File: src/hw/cisel_defs.svh
/*
 Register offsets, field positions and reset values for the counter
 input-select and interrupt-acknowledge block.
 Assumes inclusion by bare name from hw/ sources.
*/
`ifndef CISEL_DEFS_SVH
`define CISEL_DEFS_SVH

// ****************************************
// Register byte offsets
// ****************************************
`define CISEL_OFF_INPUT_CONFIG 8'h00
`define CISEL_OFF_EVEN_ACK 8'h04
`define CISEL_OFF_ODD_ACK 8'h08
`define CISEL_OFF_STATUS 8'h0C
`define CISEL_OFF_IRQ_STATUS 8'h10
`define CISEL_OFF_IRQ_MASK 8'h14
`define CISEL_OFF_GATING 8'h18

// ****************************************
// Input configuration fields
// ****************************************
`define CISEL_BIT_SRC_INVERT 15
`define CISEL_BIT_OUT_INVERT 14
`define CISEL_BIT_GATE_MERGE 13
`define CISEL_BIT_GATE_LOAD 12
`define CISEL_GATE_SEL_HI 11
`define CISEL_GATE_SEL_LO 7
`define CISEL_SRC_SEL_HI 6
`define CISEL_SRC_SEL_LO 2

// ****************************************
// Acknowledge fields
// ****************************************
`define CISEL_BIT_TC_IRQ_CLR 14
`define CISEL_BIT_ERR_CLR_EVEN 6
`define CISEL_BIT_ERR_CLR_ODD 2

// ****************************************
// Reset values and bus answers
// ****************************************
`define CISEL_RST_CONFIG 16'h0000
`define CISEL_RST_MASK 2'h0
`define CISEL_RESP_OKAY 2'h0
`define CISEL_RESP_SLVERR 2'h2

`endif

File: src/hw/cisel_pkg.sv
/*
 Types shared by the counter input-select block.
 Assumes cisel_defs.svh holds the numeric constants.
*/
package cisel_pkg;

   // Bus slave write phase
   typedef enum logic [1:0]
   {
      CISEL_WR_IDLE = 2'b00,
      CISEL_WR_RESP = 2'b01
   } cisel_wr_t;

   // Which acknowledge word this counter decodes
   typedef enum logic
   {
      CISEL_POS_EVEN = 1'b0,
      CISEL_POS_ODD = 1'b1
   } cisel_pos_t;

   // Whole module state except the pin synchronisers
   typedef struct packed
   {
      logic [15:0] config_word;
      logic gating_level;
      logic src_clean;
      logic term_count_flag;
      logic term_count_err_flag;
      logic [1:0] irq_status;
      logic [1:0] irq_mask;
      logic tc_clear_pulse;
      logic err_clear_pulse;
      logic aw_held;
      logic [7:0] aw_addr;
      logic w_held;
      logic [31:0] w_data;
      logic [3:0] w_strb;
      cisel_wr_t wr_state;
      logic [1:0] bresp;
      logic rvalid;
      logic [31:0] rdata;
      logic [1:0] rresp;
   } cisel_state_t;

endpackage

File: src/hw/cisel_top.sv
/*
 Input routing, polarity control, gate merging, gate-driven load choice and
 terminal-count acknowledge for one counter, with an AXI4-Lite register slave.
 Assumes pins and trigger lines are asynchronous; adjacent-counter and core
 signals come from logic on clk_sys. The counting core sits outside.
*/
// Implementation choices: the address map and the AXI4-Lite slave port.
`timescale 1ns/1ps
`default_nettype none
`include "cisel_defs.svh"

module cisel_top
(
   // Clock and reset
   input wire logic clk_sys,
   input wire logic arst_n,
   // Which acknowledge word this counter answers to
   input wire cisel_pkg::cisel_pos_t counter_pos,
   // Dedicated, shared and trigger pins (asynchronous)
   input wire logic own_src_pin,
   input wire logic own_gate_pin,
   input wire logic [7:0] shared_src_pin,
   input wire logic [7:0] shared_gate_pin,
   input wire logic [6:0] trigger_bus_line,
   // Timebases and adjacent counter (clk_sys domain)
   input wire logic timebase_20m,
   input wire logic timebase_100k,
   input wire logic timebase_max,
   input wire logic adj_src,
   input wire logic adj_gate,
   input wire logic adj_out,
   input wire logic adj_terminal_count,
   // Counting core
   input wire logic counting,
   input wire logic core_out,
   input wire logic terminal_count,
   input wire logic terminal_count_err,
   // Routed signals to the core and pins
   output logic count_src,
   output logic gate_eff,
   output logic sel_gate,
   output logic sel_load_a,
   output logic gate_chooses_load,
   output logic gating_style,
   output logic counter_out,
   output logic term_count_flag,
   output logic term_count_err_flag,
   output logic irq,
   // AXI4-Lite write address
   input wire logic [7:0] s_axi_awaddr,
   input wire logic s_axi_awvalid,
   output logic s_axi_awready,
   // AXI4-Lite write data
   input wire logic [31:0] s_axi_wdata,
   input wire logic [3:0] s_axi_wstrb,
   input wire logic s_axi_wvalid,
   output logic s_axi_wready,
   // AXI4-Lite write response
   output logic [1:0] s_axi_bresp,
   output logic s_axi_bvalid,
   input wire logic s_axi_bready,
   // AXI4-Lite read address
   input wire logic [7:0] s_axi_araddr,
   input wire logic s_axi_arvalid,
   output logic s_axi_arready,
   // AXI4-Lite read data
   output logic [31:0] s_axi_rdata,
   output logic [1:0] s_axi_rresp,
   output logic s_axi_rvalid,
   input wire logic s_axi_rready
);
   import cisel_pkg::*;

   // ****************************************
   // Select decoding
   // ****************************************

   // Gate mux; unlisted codes give low so no stray edges reach the core
   function automatic logic gate_pick(input logic [4:0] code, input logic [7:0] sp,
      input logic [6:0] tb, input logic own_s, input logic own_g, input logic a_src,
      input logic a_out);
      logic r;
      r = 1'b0;
      if (code == 5'h00)
         r = own_s;
      else if (code == 5'h01)
         r = own_g;
      else if (code >= 5'h02 && code <= 5'h09)
         r = sp[3'(code - 5'h02)];
      else if (code == 5'h0A)
         r = a_src;
      else if (code >= 5'h0B && code <= 5'h11)
         r = tb[3'(code - 5'h0B)];
      else if (code == 5'h14)
         r = a_out;
      return r; // codes 18, 19 and 21 to 31 fall to low
   endfunction

   // Source mux; same low default for unassigned codes
   function automatic logic src_pick(input logic [4:0] code, input logic [7:0] sp,
      input logic [6:0] tb, input logic own_s, input logic t20, input logic t100,
      input logic tmax, input logic a_gate, input logic a_tc);
      logic r;
      r = 1'b0;
      if (code == 5'h00)
         r = t20;
      else if (code == 5'h01)
         r = own_s;
      else if (code >= 5'h02 && code <= 5'h09)
         r = sp[3'(code - 5'h02)];
      else if (code == 5'h0A)
         r = a_gate;
      else if (code >= 5'h0B && code <= 5'h11)
         r = tb[3'(code - 5'h0B)];
      else if (code == 5'h12)
         r = t100;
      else if (code == 5'h13)
         r = a_tc;
      else if (code == 5'h1E)
         r = tmax;
      return r; // codes 20 to 29 and 31 low
   endfunction

   // Word decode shared by the write and read paths; low address bits ignored
   function automatic logic reg_hit(input logic [7:0] a, input logic [7:0] off);
      return a[7:2] == off[7:2];
   endfunction

   // ****************************************
   // State
   // ****************************************
   cisel_state_t st;
   cisel_state_t next_st;
   logic [31:0] in_word;
   logic [15:0] pins_async;
   logic [24:0] pin_s1;
   logic [24:0] pin_s2;
   logic [7:0] gsel_pin;
   logic [7:0] ssel_pin;
   logic [6:0] trig_s;
   logic own_src_s;
   logic own_gate_s;
   logic raw_gate;
   logic raw_src;
   logic merged_gate;

   // Two-flop synchronisers for every asynchronous pin
   assign pins_async = {shared_src_pin, shared_gate_pin};
   always_ff @(posedge clk_sys or negedge arst_n)
   begin
      if (!arst_n)
      begin
         pin_s1 <= 25'h0;
         pin_s2 <= 25'h0;
      end
      else
      begin
         pin_s1 <= {trigger_bus_line, own_src_pin, own_gate_pin, pins_async};
         pin_s2 <= pin_s1;
      end
   end
   assign {trig_s, own_src_s, own_gate_s, ssel_pin, gsel_pin} = pin_s2;

   // ****************************************
   // Routing
   // ****************************************

   // Multiplexers read only the second synchroniser stage
   always_comb
   begin
      raw_gate = gate_pick(st.config_word[`CISEL_GATE_SEL_HI:`CISEL_GATE_SEL_LO],
         gsel_pin, trig_s, own_src_s, own_gate_s, adj_src, adj_out);
      raw_src = src_pick(st.config_word[`CISEL_SRC_SEL_HI:`CISEL_SRC_SEL_LO],
         ssel_pin, trig_s, own_src_s, timebase_20m, timebase_100k, timebase_max,
         adj_gate, adj_terminal_count);
      // Idle counter with merge sees only the adjacent output
      if (st.config_word[`CISEL_BIT_GATE_MERGE] && !counting)
         merged_gate = adj_out;
      else if (st.config_word[`CISEL_BIT_GATE_MERGE])
         merged_gate = raw_gate | adj_out;
      else
         merged_gate = raw_gate;
   end

   // count_src registered, gate, load and out combinational; source inversion lands before the core's edge detect
   assign count_src = st.src_clean;
   assign gate_eff = merged_gate;
   assign sel_gate = raw_gate;
   assign gate_chooses_load = st.config_word[`CISEL_BIT_GATE_LOAD];
   assign sel_load_a = gate_chooses_load ? merged_gate : 1'b1;
   assign gating_style = st.gating_level;
   assign counter_out = core_out ^ st.config_word[`CISEL_BIT_OUT_INVERT];
   assign term_count_flag = st.term_count_flag;
   assign term_count_err_flag = st.term_count_err_flag;
   assign irq = |(st.irq_status & st.irq_mask);

   // ****************************************
   // Bus slave handshakes
   // ****************************************
   assign s_axi_awready = !st.aw_held && st.wr_state == CISEL_WR_IDLE;
   assign s_axi_wready = !st.w_held && st.wr_state == CISEL_WR_IDLE;
   assign s_axi_bvalid = st.wr_state == CISEL_WR_RESP;
   assign s_axi_bresp = st.bresp;
   assign s_axi_arready = !st.rvalid;
   assign s_axi_rvalid = st.rvalid;
   assign s_axi_rdata = st.rdata;
   assign s_axi_rresp = st.rresp;

   // ****************************************
   // Next-state logic
   // ****************************************
   always_comb
   begin
      logic do_write;
      logic [15:0] lo;
      next_st = st;
      do_write = 1'b0;
      lo = 16'h0000;
      in_word = 32'h00000000;
      next_st.tc_clear_pulse = 1'b0;
      next_st.err_clear_pulse = 1'b0;
      next_st.src_clean = raw_src ^ st.config_word[`CISEL_BIT_SRC_INVERT];
      // Capture address and data in either order
      if (s_axi_awvalid && s_axi_awready)
      begin
         next_st.aw_held = 1'b1;
         next_st.aw_addr = s_axi_awaddr;
      end
      if (s_axi_wvalid && s_axi_wready)
      begin
         next_st.w_held = 1'b1;
         next_st.w_data = s_axi_wdata;
         next_st.w_strb = s_axi_wstrb;
      end
      if (st.aw_held && st.w_held && st.wr_state == CISEL_WR_IDLE)
      begin
         do_write = 1'b1;
         next_st.aw_held = 1'b0;
         next_st.w_held = 1'b0;
         next_st.wr_state = CISEL_WR_RESP;
         next_st.bresp = `CISEL_RESP_OKAY;
      end
      if (st.wr_state == CISEL_WR_RESP && s_axi_bready)
         next_st.wr_state = CISEL_WR_IDLE;
      // Apply strobed low half-word
      lo = st.w_data[15:0];
      if (do_write)
      begin
         if (reg_hit(st.aw_addr, `CISEL_OFF_INPUT_CONFIG))
         begin
            if (st.w_strb[0])
               next_st.config_word[7:0] = lo[7:0];
            if (st.w_strb[1])
               next_st.config_word[15:8] = lo[15:8];
         end
         else if (reg_hit(st.aw_addr, `CISEL_OFF_EVEN_ACK))
         begin
            if (counter_pos == CISEL_POS_EVEN)
            begin
               next_st.tc_clear_pulse = st.w_strb[1] & lo[`CISEL_BIT_TC_IRQ_CLR];
               next_st.err_clear_pulse = st.w_strb[0] & lo[`CISEL_BIT_ERR_CLR_EVEN];
            end
         end
         else if (reg_hit(st.aw_addr, `CISEL_OFF_ODD_ACK))
         begin
            if (counter_pos == CISEL_POS_ODD)
            begin
               next_st.tc_clear_pulse = st.w_strb[1] & lo[`CISEL_BIT_TC_IRQ_CLR];
               next_st.err_clear_pulse = st.w_strb[0] & lo[`CISEL_BIT_ERR_CLR_ODD];
            end
         end
         else if (reg_hit(st.aw_addr, `CISEL_OFF_IRQ_STATUS))
         begin
            if (st.w_strb[0])
               next_st.irq_status = st.irq_status & ~lo[1:0];
         end
         else if (reg_hit(st.aw_addr, `CISEL_OFF_IRQ_MASK))
         begin
            if (st.w_strb[0])
               next_st.irq_mask = lo[1:0];
         end
         else if (reg_hit(st.aw_addr, `CISEL_OFF_GATING))
         begin
            if (st.w_strb[0])
               next_st.gating_level = lo[0];
         end
         else
            next_st.bresp = `CISEL_RESP_SLVERR;
      end
      // Flags: clear pulse from last cycle, but a new event wins
      if (st.tc_clear_pulse)
      begin
         next_st.term_count_flag = 1'b0;
         next_st.irq_status[0] = 1'b0;
      end
      if (st.err_clear_pulse)
         next_st.term_count_err_flag = 1'b0;
      if (terminal_count)
      begin
         next_st.term_count_flag = 1'b1;
         next_st.irq_status[0] = 1'b1;
      end
      if (terminal_count_err)
      begin
         next_st.term_count_err_flag = 1'b1;
         next_st.irq_status[1] = 1'b1;
      end
      // Reads: config and ack words are write-only and read zero
      if (s_axi_arvalid && s_axi_arready)
      begin
         next_st.rvalid = 1'b1;
         next_st.rresp = `CISEL_RESP_OKAY;
         if (reg_hit(s_axi_araddr, `CISEL_OFF_INPUT_CONFIG))
            in_word = 32'h00000000;
         else if (reg_hit(s_axi_araddr, `CISEL_OFF_EVEN_ACK))
            in_word = 32'h00000000;
         else if (reg_hit(s_axi_araddr, `CISEL_OFF_ODD_ACK))
            in_word = 32'h00000000;
         else if (reg_hit(s_axi_araddr, `CISEL_OFF_STATUS))
            in_word = {28'h0000000, counting, sel_gate, st.term_count_err_flag,
               st.term_count_flag};
         else if (reg_hit(s_axi_araddr, `CISEL_OFF_IRQ_STATUS))
            in_word = {30'h0, st.irq_status};
         else if (reg_hit(s_axi_araddr, `CISEL_OFF_IRQ_MASK))
            in_word = {30'h0, st.irq_mask};
         else if (reg_hit(s_axi_araddr, `CISEL_OFF_GATING))
            in_word = {31'h0, st.gating_level};
         else
            next_st.rresp = `CISEL_RESP_SLVERR;
         next_st.rdata = in_word;
      end
      else if (st.rvalid && s_axi_rready)
         next_st.rvalid = 1'b0;
   end

   // ****************************************
   // State register
   // ****************************************
   always_ff @(posedge clk_sys or negedge arst_n)
   begin
      if (!arst_n)
      begin
         st <= '0;
         st.config_word <= `CISEL_RST_CONFIG;
         st.irq_mask <= `CISEL_RST_MASK;
         st.wr_state <= CISEL_WR_IDLE;
      end
      else
         st <= next_st;
   end

endmodule
`default_nettype wire

File: config.mk
export PLATFORM = sky130hd
export DESIGN_NAME = cisel_top
export DESIGN_NICKNAME = d
export VERILOG_FILES = /design/src/hw/cisel_pkg.sv /design/src/hw/cisel_top.sv
export VERILOG_INCLUDE_DIRS = /design/src /design/src/hw
export SDC_FILE = /design/constraint.sdc
export NUM_CORES = 1
export LEC_CHECK = 0
export ABC_CLOCK_PERIOD_IN_PS = 2900
export BUFFER_PORTS_ARGS = -buffer_cell sky130_fd_sc_hd__buf_4
export CORE_MARGIN = 4
export CORE_UTILIZATION = 35
export CTS_CLUSTER_SIZE = 10
export DETAILED_ROUTE_END_ITERATION = 8
export PLACE_DENSITY = 0.55
export SETUP_SLACK_MARGIN = 0.05
export SLEW_MARGIN = 20
export SYNTH_ARGS = -nofsm -noshare
export SYNTH_HDL_FRONTEND = slang
export SYNTH_SLANG_ARGS = --single-unit
File: constraint.sdc
create_clock -name clk_sys -period 2.9 [get_ports clk_sys]
set_input_delay 0.435 -clock clk_sys [delete_from_list [all_inputs] [get_ports clk_sys]]
set_output_delay 0.435 -clock clk_sys [all_outputs]
set_load 0.02 [all_outputs]
==> flow_summary.toml <==
[pwr]
clkPwrFrac_pct = 20.0
switchingPower_mw = 2.20
vdd_ir_drop_max_mv = 0.406
p_leak_nw = 2.81
power_frac_seq_pct = 35.8
power.internal_mw = 4.07
swShare_pct = 35.2
power_mw = 6.27
share_comb_of_total_power_pct = 44.3
powerDensity_nw_per_um2 = 1030

[die]
initial_core_util_pct = 36.3
rows = 42
fp.dieH_um = 126
dieArea_um2 = 15800
die_x_um = 126
ioPinCount = 147
core-area_um2 = 13400

[cells_and_area]
multi_input_area_um2 = 1950
utilization_pct = 45.6
n_fill_cell = 1227
final_nets = 588
seq_area_um2 = 2730
fin_area_um2 = 6110
n_antenna_cell = 0
syn_to_final_growth_pct = 25.8
drive_above_1_share_pct = 41.0

[synth]
ys_ff_latch = 109
syn_area_um2 = 4860
yosys_warnings = 0
syn_avg_cell_area_um2 = 12.9
synth_seq_area_share_pct = 56.1
synth-edff-count = 0
synth_cell_types = 68
synth_flop_cell = "dfrtp_1"
syn_inst = 377
ys_async_sr_fraction_pct = 100

[detailed_routing]
drcViolationCount = 0
routedWlPerCell_um = 14.8
dr.pass1.iters = 4
dr.first_iter.drc_count = 174
wl_um = 9750
viasPerCell = 4.72
vias = 3108
detail-route-antenna-nets = 0

[place]
pre_cts_ws_ps = 141
placed_cell_area_um2 = 5630
dp_hpwl_um = 7110
port_buffers = 95
globalplace.congestion = 0.849

[clock_tree]
path_clk_slew_ps = 70
clkLatencyLatePin_ps = 340
clockBufferDepth = 2
hold_buffers = 0
cts_tree = "yes"
cts_sinks = 109
cts_htree_levels = 3
cts_buffers = 9
root_buffer = "clkbuf_16"

[worst_setup_path]
reg2reg_depth = 8
startpoint_type = "flip-flop"
path_class = "flip-flop to output port"
cp-end-kind = "output port"
reg2reg_from = "st[97]"
path_cells = "inv_2 -> ha_4 -> mux2_4 -> a22oi_2 -> o21ai_2 -> a21oi_2 -> o22ai_4 -> a221o_1 -> buf_6"
cp-startpoint = "st[102]"
cpPeakStageDelay_ps = 400
critPathArrivalTime_ps = 2470
crit_fanout = 4
worstPathRequired_ps = 2470
critical_path.slowest_cell = "dfrtp_1"

[sta]
finalCritPeriodShare_pct = 100
min_period_ps = 2900
maxSlewHeadroom_pct = 55.2
tightest_slew_ps = 671
hold_violations = 0
slew_violations = 0
max_freq_ghz = 0.344
finalSetupViolCount = 1
finalClockSkew_ps = 5.98
holdWs_ps = 104
grt_setup_unrepaired = "true"
setup_ws_ps = -3.64

[global_route]
grt_pass1_vias = 3288
grt_pass1_wl_um = 16200
grtUsageMet3_pct = 4.78
globalRoute.busiestLayer = "met2"
grt_antenna_before_repair = 0
grt_usage_pct = 12.8
grt_overflow_total = 0
grt_use_met2_pct = 21.2
globalRouteMet1Util_pct = 15.6
grt_max_degree = 62

[run_status]
violations = "negative setup slack"
outcome = "finished, violations left"

[run]
maxCapViolations = 0

[worst_hold_path]
hp-class = "input port to async pin"
[kinds of logic (layout without fill, tap and decap cells)]
logic type | Yosys count | in the layout | share of synthesized area (%)
AO/OA/AOI/OAI | 60 | 60 | 9.01
XOR/XNOR | 4 | 4 | 0.721
adder cells (fa/ha/maj) | 13 | 13 | 3.35
buffers and inverters | 61 | 139 | 7.83
flip-flops | 109 | 109 | 56.1
multiplexers | 51 | 51 | 13.2
other | 1 | 29 | 0.0772
AND/OR/NAND/NOR | 78 | 78 | 9.73
[synth_stat cells, types with 2 or more instances]
cell	instances	area share, %
a21oi_1	9	0.93
a31oi_1	5	0.64
buf_2	3	0.31
a221oi_1	2	0.36
a22oi_1	2	0.31
inv_1	14	1.1
mux4_2	6	2.8
buf_4	37	5.7
nor2b_1	7	0.90
nand4_1	4	0.51
mux2_1	6	1.4
nor3b_1	2	0.31
ha_1	13	3.3
dfrtp_1	109	56
and2_1	3	0.39
nand2_1	14	1.1
nand2b_1	3	0.39
a21o_1	5	0.77
clkbuf_1	5	0.39
nor3_1	4	0.41
nand3_2	2	0.41
mux2i_1	2	0.41
o31ai_1	2	0.31
o21ai_0	12	1.2
mux2_2	37	8.6
a22o_1	4	0.72
o21ai_1	2	0.21
or2b_1	2	0.31
a211o_1	2	0.36
nor2_1	17	1.3
xor2_1	3	0.54
and3_1	3	0.39
[path summary, 6_finish.rpt]
check	end	slack, ps
hold reg to reg	pin_s2[8]	350
setup / recovery	sel_load_a	-4
max in group asynchronous	pin_s2[5]	2050
min in group clk_sys	pin_s1[24]	190
hold / removal	s_axi_bresp[1]	100
setup reg to reg	count_src	560
[metal layers]
metal | part of all wire [%] | wire, um
met5 | 0 | 0
met4 | 1.3 | 124
met3 | 6.9 | 671
met2 | 49 | 4800
met1 | 43 | 4150
[state kept, by name, summed over array words and instances, names as in the netlist, 2 cells and up]
register / count
s_axi_rdata: 4
pin_s2: 25
s_axi_bresp: 2
pin_s1: 25
st: 46
[worst max-delay path, delay by kind of cell, from the launching register on]
| family | cells | cell delay (ps) |
|---|---|---|
| adder cells (fa/ha/maj) | 1 | 280 |
| multiplexers | 1 | 300 |
| buffers and inverters | 2 | 220 |
| AO/OA/AOI/OAI | 5 | 920 |
| flip-flops | 1 | 400 |
[placed cells by master, fill, tap and decap left out, types with 3 or more instances in the layout]
cell,synthesis,routed
mux2_2,37,36
nand2_1,14,14
nand4_1,4,4
and3_1,3,3
nor3_1,4,4
conb_1,1,29
and2_1,3,3
inv_1,14,11
nor2b_1,7,6
clkbuf_16,0,9
mux2_1,6,6
nor2_1,17,17
xor2_1,3,3
o21ai_0,12,11
nand2b_1,3,3
buf_6,1,4
a21o_1,5,5
dfrtp_1,109,109
ha_1,13,9
a21oi_1,9,8
buf_4,37,105
a22o_1,4,4
a31oi_1,5,5
ha_4,0,4
mux4_2,6,6
[metrics by stage]
step           setup TNS [ps]  instances
6_report                -3.64        659
2_1_floorplan               0        405
5_1_grt                  -306        659
4_1_cts                 -27.4        654
3_5_place_dp                0        635
3_3_place_gp                0        635
[area by class of cell]
class	instances	share of cell area (%)
clock buffers	11	4.13
clock inverters	4	0.860
inverters	14	0.901
multi-input cells	235	31.9
flip-flops and latches	109	44.6
well taps	176	3.60
repair buffers	110	14.0
[power groups by stage]
stage               registers [mW]  clock network, mW  logic (mW)
floorplan                     2.14                  0        1.81
global placement              2.25                  0        2.29
detailed placement            2.26                  0        2.36
CTS                           2.24               1.31        2.63
global route                  2.31               1.37        3.06
finish                        2.24               1.25        2.78
[repair_timing]
item,4_1_cts,5_1_grt
cloned,0,0
pin swaps,8,9
resized for setup,18,8
setup buffers,4,5
endpoints found under the hold margin,0,0
endpoints found under the setup margin,3,3
No activity file was read; power rests on OpenSTA's default activity.
